## src/irq_regs_pkg.sv

```systemverilog
// constants for the interrupt enable and priority register set.
// assumes a 40 MHz core clock, synchronous active-high reset and an apb master.
// Functional notes
// - base priority bit 0 picks external interrupt 0 level: 0 low, 1 high
// - enable one bit 1 masks bus controller interrupt: 0 blocks, 1 passes
// - enable one bits 7 to 2 read zero, writes to them ignored
// - enable one bit 0 reads zero, writes to it ignored
// - priority two bit 0 sets supply level priority, 0 low; bits 7-1 read-only
package irq_regs_pkg;
  localparam int unsigned DATA_W = 32;
  localparam int unsigned REG_W = 8;
  // printed offsets are register indexes; byte address is index times four
  localparam logic [7:0] EXTENDED_ENABLE_ONE_IDX = 8'hE6;
  localparam logic [7:0] EXTENDED_PRIORITY_TWO_IDX = 8'hF7;
  localparam logic [7:0] BASE_PRIORITY_REGISTER_IDX = 8'h20;
  localparam int unsigned IDX_LSB = 2;
  localparam int unsigned IDX_MSB = 9;
  localparam int unsigned PAGE_LSB = 10;
  localparam logic [1:0] WORD_ALIGNED = 2'h0;
  localparam logic [21:0] PAGE_ZERO = 22'h000000;
  localparam logic [7:0] BASE_PRIORITY_RESET = 8'h00;
  localparam logic EXTENDED_ENABLE_ONE_RESET = 1'b0;
  localparam logic EXTENDED_PRIORITY_TWO_RESET = 1'b0;
  localparam int unsigned EXT_IRQ_ZERO_PRIORITY_BIT = 0;
  localparam int unsigned BUS_CONTROLLER_IRQ_ENABLE_BIT = 1;
  localparam int unsigned SUPPLY_LEVEL_IRQ_PRIORITY_BIT = 0;
  localparam logic [7:0] REG_ZERO = 8'h00;
  localparam logic [31:0] WORD_ZERO = 32'h00000000;
  localparam logic [23:0] UPPER_ZERO = 24'h000000;
endpackage

```

## src/reg_access_if.sv

```systemverilog
// carries decoded register accesses from the apb port to the register set.
// assumes both ends run on the same core clock.
interface reg_access_if;
  logic [7:0] idx;
  logic aligned;
  logic [7:0] wdata;
  logic wr;
  logic [7:0] rdata;
  logic hit;
  modport port (output idx, output aligned, output wdata, output wr, input rdata, input hit);
  modport regs (input idx, input aligned, input wdata, input wr, output rdata, output hit);
endinterface

```

## src/apb_reg_port.sv

```systemverilog
// apb slave front end: decodes the word index and answers one cycle after setup.
// assumes an apb master that holds the request until pready is seen.
module apb_reg_port
  import irq_regs_pkg::*;
(
  // clock and reset
  input wire logic core_clk_i,
  input wire logic sys_rst_i,
  // apb
  input wire logic psel_i,
  input wire logic penable_i,
  input wire logic pwrite_i,
  input wire logic [31:0] paddr_i,
  input wire logic [31:0] pwdata_i,
  output logic [31:0] prdata_o,
  output logic pready_o,
  output logic pslverr_o,
  // register side
  reg_access_if.port acc
);
  import irq_regs_pkg::*;

  typedef struct packed {
    logic pready;
    logic pslverr;
    logic [31:0] prdata;
  } apb_state_t;

  apb_state_t st;
  apb_state_t next_st;
  logic setup;

  assign setup = psel_i & ~penable_i;
  assign acc.idx = paddr_i[IDX_MSB:IDX_LSB];
  assign acc.aligned = (paddr_i[1:0] == WORD_ALIGNED) && (paddr_i[31:PAGE_LSB] == PAGE_ZERO);
  assign acc.wdata = pwdata_i[REG_W-1:0];
  // write lands only on the completing edge, and never on an error answer
  assign acc.wr = psel_i & penable_i & st.pready & pwrite_i & ~st.pslverr;

  always_comb begin
    next_st = st;
    // answer is registered in setup, so pready comes one cycle later
    next_st.pready = setup;
    if (setup) begin
      next_st.pslverr = ~acc.hit;
      next_st.prdata = (pwrite_i || !acc.hit) ? WORD_ZERO : {UPPER_ZERO, acc.rdata};
    end
  end

  always_ff @(posedge core_clk_i) begin
    if (sys_rst_i) begin
      st <= '0;
    end else begin
      st <= next_st;
    end
  end

  assign prdata_o = st.prdata;
  assign pready_o = st.pready;
  assign pslverr_o = st.pslverr;
endmodule

```

## src/interrupt_enable_priority_regs.sv

```systemverilog
// interrupt enable and priority registers reached over apb.
// assumes the core's arbiter reads the priority outputs and the gated request.
//
// Decided for this implementation: the APB interface to the registers.
module interrupt_enable_priority_regs
  import irq_regs_pkg::*;
(
  // clock and reset
  input wire logic core_clk_i,
  input wire logic sys_rst_i,
  // apb
  input wire logic psel_i,
  input wire logic penable_i,
  input wire logic pwrite_i,
  input wire logic [31:0] paddr_i,
  input wire logic [31:0] pwdata_i,
  output logic [31:0] prdata_o,
  output logic pready_o,
  output logic pslverr_o,
  // interrupt sources and settings to the core
  input wire logic bus_function_controller_irq_i,
  output logic bus_function_controller_irq_o,
  output logic ext_irq_zero_priority_o,
  output logic bus_controller_irq_enable_o,
  output logic supply_level_irq_priority_o
);
  import irq_regs_pkg::*;

  typedef struct packed {
    logic [7:0] base_priority_register;
    logic bus_controller_irq_enable;
    logic supply_level_irq_priority;
    logic bus_irq_req;
  } regs_state_t;

  regs_state_t st;
  regs_state_t next_st;
  reg_access_if acc ();

  apb_reg_port u_port (
    .core_clk_i(core_clk_i),
    .sys_rst_i(sys_rst_i),
    .psel_i(psel_i),
    .penable_i(penable_i),
    .pwrite_i(pwrite_i),
    .paddr_i(paddr_i),
    .pwdata_i(pwdata_i),
    .prdata_o(prdata_o),
    .pready_o(pready_o),
    .pslverr_o(pslverr_o),
    .acc(acc)
  );

  function automatic logic is_mapped(input logic [7:0] idx);
    is_mapped = (idx == EXTENDED_ENABLE_ONE_IDX) || (idx == EXTENDED_PRIORITY_TWO_IDX)
      || (idx == BASE_PRIORITY_REGISTER_IDX);
  endfunction

  function automatic logic [7:0] read_value(input logic [7:0] idx, input regs_state_t s);
    read_value = REG_ZERO;
    case (idx)
      BASE_PRIORITY_REGISTER_IDX: begin
        read_value = s.base_priority_register;
      end
      EXTENDED_ENABLE_ONE_IDX: begin
        // unused bits come from constant zero, not storage
        read_value[BUS_CONTROLLER_IRQ_ENABLE_BIT] = s.bus_controller_irq_enable;
      end
      EXTENDED_PRIORITY_TWO_IDX: begin
        read_value[SUPPLY_LEVEL_IRQ_PRIORITY_BIT] = s.supply_level_irq_priority;
      end
      default: begin
        read_value = REG_ZERO;
      end
    endcase
  endfunction

  assign acc.hit = acc.aligned & is_mapped(acc.idx);
  assign acc.rdata = read_value(acc.idx, st);

  always_comb begin
    next_st = st;
    if (acc.wr) begin
      case (acc.idx)
        BASE_PRIORITY_REGISTER_IDX: begin
          next_st.base_priority_register = acc.wdata;
        end
        EXTENDED_ENABLE_ONE_IDX: begin
          // only the enable bit is stored; the rest of the byte is dropped
          next_st.bus_controller_irq_enable = acc.wdata[BUS_CONTROLLER_IRQ_ENABLE_BIT];
        end
        EXTENDED_PRIORITY_TWO_IDX: begin
          // 0 low, 1 high; bits 7-1 have no storage
          next_st.supply_level_irq_priority = acc.wdata[SUPPLY_LEVEL_IRQ_PRIORITY_BIT];
        end
        default: begin
          next_st = st;
        end
      endcase
    end
    // request passes one flop later; gating uses the enable already in force
    next_st.bus_irq_req = bus_function_controller_irq_i & st.bus_controller_irq_enable;
  end

  always_ff @(posedge core_clk_i) begin
    if (sys_rst_i) begin
      st.base_priority_register <= BASE_PRIORITY_RESET;
      st.bus_controller_irq_enable <= EXTENDED_ENABLE_ONE_RESET;
      st.supply_level_irq_priority <= EXTENDED_PRIORITY_TWO_RESET;
      st.bus_irq_req <= 1'b0;
    end else begin
      st <= next_st;
    end
  end

  assign ext_irq_zero_priority_o = st.base_priority_register[EXT_IRQ_ZERO_PRIORITY_BIT];
  assign bus_controller_irq_enable_o = st.bus_controller_irq_enable;
  assign supply_level_irq_priority_o = st.supply_level_irq_priority;
  assign bus_function_controller_irq_o = st.bus_irq_req;

  // byte address of a mapped register, page zero and word aligned
  function automatic logic [31:0] byte_addr(input logic [7:0] idx);
    byte_addr = {PAGE_ZERO, idx, WORD_ALIGNED};
  endfunction

  // completing edges of a transfer, as seen on the pins
  logic apb_write_done;
  logic apb_read_done;
  assign apb_write_done = psel_i & penable_i & pready_o & pwrite_i & ~pslverr_o;
  assign apb_read_done = psel_i & penable_i & pready_o & ~pwrite_i;

  a_ext_zero_prio: assert property (@(posedge core_clk_i) disable iff (sys_rst_i)
    apb_write_done && paddr_i == byte_addr(BASE_PRIORITY_REGISTER_IDX)
    |=> ext_irq_zero_priority_o == $past(pwdata_i[EXT_IRQ_ZERO_PRIORITY_BIT]))
    else $error("external interrupt 0 priority did not follow write");

  a_base_read_value: assert property (@(posedge core_clk_i) disable iff (sys_rst_i)
    apb_read_done && paddr_i == byte_addr(BASE_PRIORITY_REGISTER_IDX)
    |-> prdata_o[DATA_W-1:REG_W] == UPPER_ZERO
    && prdata_o[EXT_IRQ_ZERO_PRIORITY_BIT] == ext_irq_zero_priority_o)
    else $error("base priority read value wrong");

  a_bus_irq_blocked: assert property (@(posedge core_clk_i) disable iff (sys_rst_i)
    !bus_controller_irq_enable_o |=> !bus_function_controller_irq_o)
    else $error("bus controller request passed while masked");

  a_bus_irq_passed: assert property (@(posedge core_clk_i) disable iff (sys_rst_i)
    bus_controller_irq_enable_o && bus_function_controller_irq_i
    |=> bus_function_controller_irq_o)
    else $error("enabled bus controller request was lost");

  a_bus_irq_follows: assert property (@(posedge core_clk_i) disable iff (sys_rst_i)
    bus_function_controller_irq_o
    == $past(bus_function_controller_irq_i && bus_controller_irq_enable_o))
    else $error("gated request does not follow source and mask");

  a_enable_write_bit: assert property (@(posedge core_clk_i) disable iff (sys_rst_i)
    apb_write_done && paddr_i == byte_addr(EXTENDED_ENABLE_ONE_IDX)
    |=> bus_controller_irq_enable_o == $past(pwdata_i[BUS_CONTROLLER_IRQ_ENABLE_BIT]))
    else $error("bus controller enable did not follow write");

  a_enable_high_zero: assert property (@(posedge core_clk_i) disable iff (sys_rst_i)
    apb_read_done && paddr_i == byte_addr(EXTENDED_ENABLE_ONE_IDX)
    |-> prdata_o[31:2] == 30'h0)
    else $error("unused upper enable bits read non-zero");

  a_enable_low_zero: assert property (@(posedge core_clk_i) disable iff (sys_rst_i)
    apb_read_done && paddr_i == byte_addr(EXTENDED_ENABLE_ONE_IDX)
    |-> prdata_o[0] == 1'b0 && prdata_o[1] == bus_controller_irq_enable_o)
    else $error("enable register read value wrong");

  a_supply_prio_low: assert property (@(posedge core_clk_i) disable iff (sys_rst_i)
    apb_write_done && paddr_i == byte_addr(EXTENDED_PRIORITY_TWO_IDX) && !pwdata_i[0]
    |=> !supply_level_irq_priority_o)
    else $error("supply level priority not low after writing 0");

  a_supply_prio_high: assert property (@(posedge core_clk_i) disable iff (sys_rst_i)
    apb_write_done && paddr_i == byte_addr(EXTENDED_PRIORITY_TWO_IDX) && pwdata_i[0]
    |=> supply_level_irq_priority_o ##1 (supply_level_irq_priority_o || apb_write_done))
    else $error("supply level priority not high after writing 1");

  a_prio_two_read: assert property (@(posedge core_clk_i) disable iff (sys_rst_i)
    apb_read_done && paddr_i == byte_addr(EXTENDED_PRIORITY_TWO_IDX)
    |-> prdata_o == {31'h0, supply_level_irq_priority_o})
    else $error("priority two read value wrong");

  // settings may only move on a completed, accepted write
  a_regs_hold_idle: assert property (@(posedge core_clk_i) disable iff (sys_rst_i)
    !apb_write_done
    |=> $stable(ext_irq_zero_priority_o) && $stable(bus_controller_irq_enable_o)
    && $stable(supply_level_irq_priority_o))
    else $error("register setting changed without a write");

  a_reset_clears: assert property (@(posedge core_clk_i)
    $fell(sys_rst_i) |-> !ext_irq_zero_priority_o && !bus_controller_irq_enable_o
    && !supply_level_irq_priority_o && !bus_function_controller_irq_o && !pready_o)
    else $error("outputs not at reset level after reset release");

  a_answer_one_cycle: assert property (@(posedge core_clk_i) disable iff (sys_rst_i)
    psel_i && !penable_i |=> pready_o ##1 !pready_o)
    else $error("apb answer not exactly one cycle after setup");

  a_ready_after_setup: assert property (@(posedge core_clk_i) disable iff (sys_rst_i)
    pready_o |-> $past(psel_i && !penable_i))
    else $error("apb answer without a setup cycle");

  a_refused_address: assert property (@(posedge core_clk_i) disable iff (sys_rst_i)
    psel_i && !penable_i
    && (paddr_i[1:0] != WORD_ALIGNED || paddr_i[DATA_W-1:PAGE_LSB] != PAGE_ZERO)
    |=> pslverr_o)
    else $error("misaligned or out-of-page access not refused");

  a_mapped_accepted: assert property (@(posedge core_clk_i) disable iff (sys_rst_i)
    psel_i && !penable_i
    && (paddr_i == byte_addr(BASE_PRIORITY_REGISTER_IDX)
    || paddr_i == byte_addr(EXTENDED_ENABLE_ONE_IDX)
    || paddr_i == byte_addr(EXTENDED_PRIORITY_TWO_IDX))
    |=> !pslverr_o)
    else $error("mapped register access answered with an error");

  a_error_data_zero: assert property (@(posedge core_clk_i) disable iff (sys_rst_i)
    pready_o && pslverr_o |-> prdata_o == WORD_ZERO)
    else $error("refused access returned non-zero data");

  a_write_reads_zero: assert property (@(posedge core_clk_i) disable iff (sys_rst_i)
    psel_i && penable_i && pready_o && pwrite_i |-> prdata_o == WORD_ZERO)
    else $error("write answer carried non-zero data");
endmodule

```

## config.mk

```make
export PLATFORM = sky130hd
export DESIGN_NAME = interrupt_enable_priority_regs
export DESIGN_NICKNAME = d
export VERILOG_FILES = /design/src/irq_regs_pkg.sv /design/src/reg_access_if.sv /design/src/apb_reg_port.sv /design/src/interrupt_enable_priority_regs.sv
export SDC_FILE = /design/constraint.sdc
export NUM_CORES = 1
export LEC_CHECK = 0
export BUFFER_PORTS_ARGS = -buffer_cell sky130_fd_sc_hd__buf_4
export CORE_ASPECT_RATIO = 1.2
export CORE_MARGIN = 4
export CORE_UTILIZATION = 35
export DETAILED_ROUTE_END_ITERATION = 8
export PLACE_DENSITY = 0.78
export SLEW_MARGIN = 20
export SYNTH_ARGS = -nofsm -noshare
export SYNTH_HDL_FRONTEND = slang
export SYNTH_SLANG_ARGS = --single-unit
export TNS_END_PERCENT = 1
```

## constraint.sdc

```tcl
create_clock -name core_clk_i -period 2.4 [get_ports core_clk_i]
set_input_delay 0.48 -clock core_clk_i [delete_from_list [all_inputs] [get_ports core_clk_i]]
set_output_delay 0.48 -clock core_clk_i [all_outputs]
set_load 0.02 [all_outputs]
```

==> results of run 1 <==
layer usage:
| layer | up-vias | global-route usage [%] |
|---|---|---|
| met1 | 463 | 13.6 |
| li1 | 496 | - |
| met4 | 0 | 3.78 |
| met5 | - | 0 |
| met2 | 38 | 22.8 |
| met3 | 2 | 1.86 |
worst max path at each step:
stage                from                      end  slack (ps)
2_1_floorplan  paddr_i[6]  ext_irq_zero_priority_o         630
3_5_place_dp   paddr_i[6]                    st[9]         360
3_3_place_gp   paddr_i[6]                    st[9]         370
5_1_grt        paddr_i[6]                    st[9]         670
6_report       paddr_i[6]                    st[9]         710
4_1_cts        paddr_i[6]                    st[9]         690
where the power goes:
| group | switching [uW] | internal, uW | leakage (uW) |
|---|---|---|---|
| combinational | 64.6 | 55.3 | 0.000516 |
| clock | 106 | 62.0 | 0.0000177 |
| sequential | 1.98 | 350 | 0.000169 |
| total | 172 | 468 | 0.000703 |
kinds of logic (layout without fill, tap and decap cells):
logic type | Yosys count | after routing | share of synthesized area, %
buf+inv | 29 | 68 | 18.6
flops | 21 | 21 | 37.8
compound gates | 16 | 16 | 12.3
mux | 8 | 8 | 7.21
simple gates | 41 | 41 | 23.8
other cells | 1 | 24 | 0.338
layout make-up:
cell class                 count  area [um2]  share of cell area [%]
clock inverter                 1        5.00                   0.327
tap                           36        45.0                    2.94
sequential                    21         420                    27.4
multi-input combinational     89         571                    37.2
timing repair buffer          61         458                    29.9
inverter                       3        11.3                   0.735
clock buffer                   3        22.5                    1.47
through the flow:
stage                     power (uW)  setup WS, ps
final                            640           713
after global routing             678           674
after CTS                        652           691
after detailed placement         480           361
after global placement           478           370
after floorplan                  442           634
critical path, stage by stage:
cell and delay (ps):
buf_4 120, or4b_4 560, nor4b_4 280, buf_4 210, mux2i_1 200, nor2_1 50
flip-flops by register name, summed over array words and instances, names as in the netlist:
name and flops:
u_port.prdata_o 8, st 7, bus_controller_irq_enable_o 1, bus_function_controller_irq_o 1, ext_irq_zero_priority_o 1, supply_level_irq_priority_o 1, u_port.pready_o 1, u_port.pslverr_o 1
cells in the mapped netlist:
master / n / area [um2]
a211oi_1: 1 / 7.51
buf_4: 24 / 180
clkbuf_1: 1 / 3.75
nor4_1: 7 / 43.8
inv_1: 3 / 11.3
and2b_2: 1 / 8.76
and2_2: 1 / 7.51
nor4_2: 1 / 12.5
or4b_4: 1 / 13.8
nor4b_4: 1 / 23.8
nor2_1: 16 / 60.1
buf_6: 1 / 11.3
a21oi_1: 2 / 10.0
a31o_2: 2 / 17.5
a22o_1: 6 / 52.6
nor3_1: 1 / 5.00
nand3_1: 1 / 5.00
dfxtp_1: 21 / 420
nor3_4: 1 / 16.3
nand2b_4: 1 / 13.8
mux2i_1: 8 / 80.1
a32o_1: 4 / 40.0
nand4_1: 6 / 37.5
o41ai_1: 1 / 8.76
nor2b_1: 2 / 12.5
nand2_1: 1 / 3.75
conb_1: 1 / 3.75
==> reports/results.txt, run 1 <==
Final ANT Viol Nets = 0
Status = complete, no violations
Nets = 249
Vias per cell = 4.67
Drt initial violations = 21
Fin. max-slew vios = 0
CP max FO = 4
Synthesized cell area = 1110 um2
Distinct cells, synth = 27
WL per Instance = 12.4 um
Worst hold margin = 396 ps
RSZ-0062 raised after global routing = no
Final Util = 50.2%
Commonest non-fill, non-tap cell in the layout = buf_4
Max_slew headroom = 59.0%
Filler cell count = 304
Area after DPL = 1510 um2
Core area = 3060 um2
CTS clk-pin slew, worst paths = 120 ps
Max Cap Viol = 0
Clock Skew = 2.58 ps
Ys Warns = 0
CTS-repair resized insts = 0
CP Class = primary input to flop
Hold path depth = 3
Die extent in x = 59.4 um
Overflow after GRT = 0
Largest net degree at the start of global routing = 17
Source of the worst hold timing path = bus_function_controller_irq_i
Port Buffers = 59
CTS root buffer = clkbuf_4
GRT Total Usage = 12.3%
CTS tree = yes
Sequential share of the synthesized area = 37.8%
Routability cong. = 0.817
CTS sink cnt = 21
Drc violations = 0
I/O pin count = 108
Share of layout cells above drive strength 1 = 41.6%
Total number of vias = 999
Dpl hpwl = 2200 um
FF-to-FF setup slack = 980 ps
DIE HEIGHT = 69.7 um
Row count = 22
WL met3 = 240 um
P per Cell Area = 418 nW/um2
Critical path arrival = 1890 ps
Worst-skew pair later-pin latency = 300 ps
Endpoint, Worst Hold = bus_function_controller_irq_o
Final hold violation count = 0
Max H-tree Level = 1
Layout area overhead = 38.0%
Non-Filler Instances = 214
Instance count of the mapped netlist = 116
Initial core utilization = 36.4%
Hold Crit Class = primary input to flop
Worst Tran Pin Value = 607 ps
CTS buffer count = 3
Critical Path RT = 2600 ps
Initial antenna violation count = 0
Design Area, Final = 1530 um2
CP Capture Type = flop
Routed wl met2 = 1460 um
FF-to-FF Start = u_port.pready_o
Final Cycle Share = 70.3%
DR top layer = met4
Period minus WS final = 1690 ps
Startpoint types = primary input
Drt pass-1 iters = 4
Placed cell count = 210
Commonest cells after routing, fill and taps aside = buf_4, conb_1, dfxtp_1, nor2_1, mux2i_1
Wl on met1 = 929 um
LEAKAGE = 0.000703 uW
Fmax = 593 MHz
FF+latch count, synth = 21
Vias in the first global route = 924
Antenna Cells = 0
Final TNS setup = 0 ps
Post-synthesis area per instance = 9.58 um2
Worst r2r path cells = 5
Endpoints failing setup = 0
Die area = 4140 um2
Post-CTS Setup Bufs = 0
R2r endpoint = st[9]
First-pass GRT wire length = 3990 um
# hold bufs at CTS = 0
Clk buf depth = 2
Routed wire length = 2650 um
Max rail drop VDD = 245 uV
Note: power is estimated with default switching activity, not from simulation.
==> run 2, diff against run 1 <==
Clock period 2.4 ns to 1.6 ns, I/O delays scaled along.
==> run 2 against run 1 <==
  * Largest power group unchanged
  * Critical endpoint is now ext_irq_zero_priority_o
  * Critical path depth is the same
  * Sequential share of layout area shrank 1.2 points
  * Combinational power grew 58%
==> reports/results.txt, run 2 (synthesis results as in run 1) <==
CTS root buffer = clkbuf_4 (unchanged)
Die area = 4140 um2 (unchanged)
Fin. max-slew vios = 0 (unchanged)
WL per Instance = 12.0 um (was 12.4 um)
Final hold violation count = 0 (unchanged)
Vias in the first global route = 987 (was 924)
Worst-skew pair later-pin latency = 300 ps (about the same)
Initial core utilization = 36.4% (unchanged)
Max H-tree Level = 1 (unchanged)
Routed wire length = 2680 um (was 2650 um)
Source of the worst hold timing path = bus_function_controller_irq_i (unchanged)
CP max FO = 4 (unchanged)
GRT Total Usage = 12.6% (was 12.3%)
FF-to-FF Start = u_port.pready_o (unchanged)
Total design power = 967 uW (was 640 uW)
Clk buf depth = 2 (unchanged)
CP Capture Type = flop (unchanged)
CTS buffer count = 3 (unchanged)
Layout area overhead = 44.0% (was 38.0%)
Filler cell count = 287 (was 304)
Drc violations = 0 (unchanged)
Routing usage on met1 = 12.9% (was 13.6%)
Dpl hpwl = 2280 um (was 2200 um)
Vias per cell = 4.61 (was 4.67)
Final Cycle Share = 94.5%
Max rail drop VDD = 392 uV (was 245 uV)
RSZ-0062 raised after global routing = no (unchanged)
Drt initial violations = 11 (was 21)
Worst Tran Pin Value = 571 ps (was 607 ps)
DIE HEIGHT = 69.7 um (unchanged)
Most Crowded Layer GR = met2 (unchanged)
Met2 usage = 24.4% (was 22.8%)
Placed cell count = 219 (was 210)
Fmax = 662 MHz
Drt pass-1 iters = 4 (unchanged)
Nets = 258 (was 249)
Final TNS setup = 0 ps (unchanged)
P per Cell Area = 604 nW/um2 (was 418 nW/um2)
Period minus WS final = 1510 ps
CTS-repair resized insts = 0 (unchanged)
CTS clk-pin slew, worst paths = 120 ps (about the same)
Startpoint types = primary input (unchanged)
First-pass GRT wire length = 4110 um (was 3990 um)
Largest net degree at the start of global routing = 17 (unchanged)
Antenna Cells = 0 (unchanged)
Clock Skew = 5.25 ps (was 2.58 ps)
Critical path arrival = 1720 ps (was 1890 ps)
Row count = 22 (unchanged)
Commonest cells after routing, fill and taps aside = buf_4, conb_1, dfxtp_1, nor2_1, mux2i_1 (unchanged)
Initial antenna violation count = 0 (unchanged)
Hold Crit Class = primary input to flop (unchanged)
Max_slew headroom = 61.8% (was 59.0%)
Routability cong. = 0.804 (was 0.817)
Grt met3 use = 2.42% (was 1.86%)
CTS tree = yes (unchanged)
Overflow after GRT = 0 (unchanged)
CP Class = primary input to flop (unchanged)
Die extent in x = 59.4 um (unchanged)
Total number of vias = 1028 (was 999)
# hold bufs at CTS = 0 (unchanged)
Status = complete, no violations (unchanged)
Port Buffers = 59 (unchanged)
Commonest non-fill, non-tap cell in the layout = buf_4 (unchanged)
Max Cap Viol = 0 (unchanged)
Final Util = 52.4% (was 50.2%)
CTS sink cnt = 21 (unchanged)
I/O pin count = 108 (unchanged)
LEAKAGE = 0.000750 uW (was 0.000703 uW)
Final ANT Viol Nets = 0 (unchanged)
Max reg flops = 8 (unchanged)
Non-Filler Instances = 223 (was 214)
Core area = 3060 um2 (unchanged)
Endpoints failing setup = 0 (unchanged)
Worst setup path startpoint = paddr_i[6] (unchanged)
Design Area, Final = 1600 um2 (was 1530 um2)
Post-CTS Setup Bufs = 0 (unchanged)
Critical Path RT = 1800 ps (was 2600 ps)
Area after DPL = 1570 um2 (was 1510 um2)
Share of layout cells above drive strength 1 = 44.4% (was 41.6%)
[run 2: changes by cell type in the layout (fill, tap and decap cells not counted), sizes merged]
cell,change
buf,+9
[run 2: per-layer routing]
metal / vias up / wire length (um)
met5: - / 0
met4: 0 / 10
met3: 2 / 253
met2: 45 / 1520
met1: 463 / 890
li1: 518 / -
[run 2: through the flow]
stage / hold slack (ps) / setup WS, ps
global route: 238 / 24.0
detailed placement: 462 / -251
finish: 245 / 88.5
floorplan: 389 / -6.37
global placement: 450 / -265
CTS: 239 / 78.7
[run 2: final timing paths]
check	depth (start not counted)	slack (ps)	to
hold reg to reg	1	480	u_port.prdata_o[4]
setup / recovery	6	90	ext_irq_zero_priority_o
hold / removal	3	250	bus_function_controller_irq_o
setup reg to reg	5	220	ext_irq_zero_priority_o
[run 2: area by class of cell]
cell class	instances	area (um2)	area share, %
repair buffers	70	526	32.8
well taps	36	45.0	2.81
inverters	3	11.3	0.704
flip-flops and latches	21	420	26.3
multi-input cells	89	571	35.7
clock inverters	1	5.00	0.313
clock buffers	3	22.5	1.41
[run 2: critical path, stage by stage]
cell	delay, ps
buf_4	110
or4b_4	560
nor4b_4	270
buf_4	210
mux2i_1	200
nor2_1	50
[run 2: where the power goes]
group          switching (uW)  internal (uW)  total, uW
Combinational            98.7           91.7        190
Clock                     156           93.0        249
Sequential               2.85            525        528
Total                     257            710        967
==> run 3, diff against run 2 <==
Settings changed: CORE_UTILIZATION 35 to 36, PLACE_DENSITY 0.78 to 0.8.
==> run 3 against run 2 <==
  * First-iteration DRC count rose to 4.8 times the previous value
  * Clock power up 2%
  * Critical endpoint is now st[8]
  * Sequential power about the same
  * Sequential cell count unchanged
  * Die area down 2.4%
  * Via count up 2.7%
  * Routed wire length up 11%
  * Hold slack worse by 4.8 ps
  * Register-to-register slack worse by 60 ps
  * Clock skew down 0.53 ps
  * Cell count down 0.90%
==> reports/results.txt, run 3 (synthesis results as in run 1) <==
Max_slew headroom = 62.2% (was 61.8%)
Share of layout cells above drive strength 1 = 43.9% (was 44.4%)
Max rail drop VDD = 427 uV (was 392 uV)
P per Cell Area = 609 nW/um2 (was 604 nW/um2)
Drt pass-1 iters = 4 (unchanged)
Fin. max-slew vios = 0 (unchanged)
Worst Tran Pin Value = 565 ps (was 571 ps)
# hold bufs at CTS = 0 (unchanged)
Dpl ws = -258 ps (was -251 ps)
Post-CTS Setup Bufs = 0 (unchanged)
CTS buffer count = 3 (unchanged)
Initial core utilization = 38.8% (was 36.4%)
Critical path arrival = 1720 ps (about the same)
Most used cell, CP = buf_4 (unchanged)
Hold Crit Class = primary input to flop (unchanged)
Routed wire length = 2970 um (was 2680 um)
Startpoint types = primary input (unchanged)
Max reg flops = 8 (unchanged)
Routability cong. = 0.825 (was 0.804)
Crit-path max cell delay = 560 ps (about the same)
Commonest non-fill, non-tap cell in the layout = buf_4 (unchanged)
RSZ-0062 raised after global routing = no (unchanged)
Die area = 4040 um2 (was 4140 um2)
Row count = 21 (was 22)
CTS tree = yes (unchanged)
Drc violations = 0 (unchanged)
Overflow after GRT = 0 (unchanged)
Vias per cell = 4.78 (was 4.61)
Critical Path RT = 1800 ps (about the same)
Endpoints failing setup = 0 (unchanged)
Max H-tree Level = 1 (unchanged)
Filler cell count = 251 (was 287)
Slowest CP cell = or4b_4 (unchanged)
First-pass GRT wire length = 4490 um (was 4110 um)
Clock Skew = 4.72 ps (was 5.25 ps)
CP max FO = 3 (was 4)
Vias in the first global route = 1028 (was 987)
Layout area overhead = 44.0% (unchanged)
Worst-skew pair later-pin latency = 300 ps (about the same)
CTS root buffer = clkbuf_4 (unchanged)
Antenna Cells = 0 (unchanged)
CTS clk-pin slew, worst paths = 120 ps (about the same)
Core area = 2860 um2 (was 3060 um2)
Fmax = 659 MHz (was 662 MHz)
Period minus WS final = 1520 ps (was 1510 ps)
Final ANT Viol Nets = 0 (unchanged)
Largest net degree at the start of global routing = 17 (unchanged)
Clk buf depth = 2 (unchanged)
CTS sink cnt = 21 (unchanged)
Worst setup margin = 81.8 ps (was 88.5 ps)
Total number of vias = 1056 (was 1028)
Commonest cells after routing, fill and taps aside = buf_4, conb_1, dfxtp_1, nor2_1, mux2i_1 (unchanged)
Final hold violation count = 0 (unchanged)
Drt initial violations = 53 (was 11)
GRT Total Usage = 14.2% (was 12.6%)
WL per Instance = 13.4 um (was 12.0 um)
CTS-repair resized insts = 0 (unchanged)
CP cell instances = buf_4 > or4b_4 > nor4b_4 > buf_4 > mux2i_1 > nor2_1 (unchanged)
Nets = 258 (unchanged)
Status = complete, no violations (unchanged)
Worst hold margin = 241 ps (was 245 ps)
CP Class = primary input to flop (unchanged)
Port Buffers = 59 (unchanged)
CP Capture Type = flop (unchanged)
I/O pin count = 108 (unchanged)
Dpl hpwl = 2500 um (was 2280 um)
Initial antenna violation count = 0 (unchanged)
DIE HEIGHT = 68.9 um (was 69.7 um)
Die extent in x = 58.7 um (was 59.4 um)
LEAKAGE = 0.000746 uW (was 0.000750 uW)
Max Cap Viol = 0 (unchanged)
Final Cycle Share = 94.9% (was 94.5%)
run 3: cell type report:
cell class                 instances  area (um2)  area share, %
multi-input combinational         89         571           35.7
timing repair buffer              70         529           33.1
sequential                        21         420           26.3
tap                               34        42.5           2.66
clock buffer                       4        26.3           1.64
inverter                           3        11.3          0.704
run 3: critical path: cells and delay by family:
family / cells / cell delay, ps
AND/OR/NAND/NOR: 3 / 910
multiplexers: 1 / 190
buffers and inverters: 2 / 300
run 3: worst paths after layout:
| path | from | to | slack (ps) | cells past startpoint |
|---|---|---|---|---|
| min reg2reg | st[7] | u_port.prdata_o[4] | 490 | 1 |
| max reg2reg | u_port.pready_o | st[8] | 160 | 5 |
| max | paddr_i[6] | st[8] | 80 | 6 |
| min | bus_function_controller_irq_i | bus_function_controller_irq_o | 240 | 3 |
run 3: through the flow:
step	instances	setup TNS [ps]	total power (uW)	util, %	instance area [um2]
after global routing	221	0	1020	55.9	1600
after global placement	217	-2340	727	54.8	1570
after CTS	221	0	981	55.7	1600
after floorplan	139	-51.0	663	-	1200
after detailed placement	217	-2760	731	54.8	1570
final	221	0	974	55.9	1600
run 3: report_power, final:
part	switching [uW]	internal (uW)
registers	3.43	525
clock network	156	97.1
logic	101	91.8
total	260	714
run 3: metal layers:
layer | track usage (%) | routed length [um] | vias to the layer above
li1 | - | - | 515
met4 | 3.12 | 0 | 0
met5 | 0 | 0 | -
met2 | 27.4 | 1530 | 51
met1 | 15.9 | 1140 | 490
met3 | 2.79 | 299 | 0
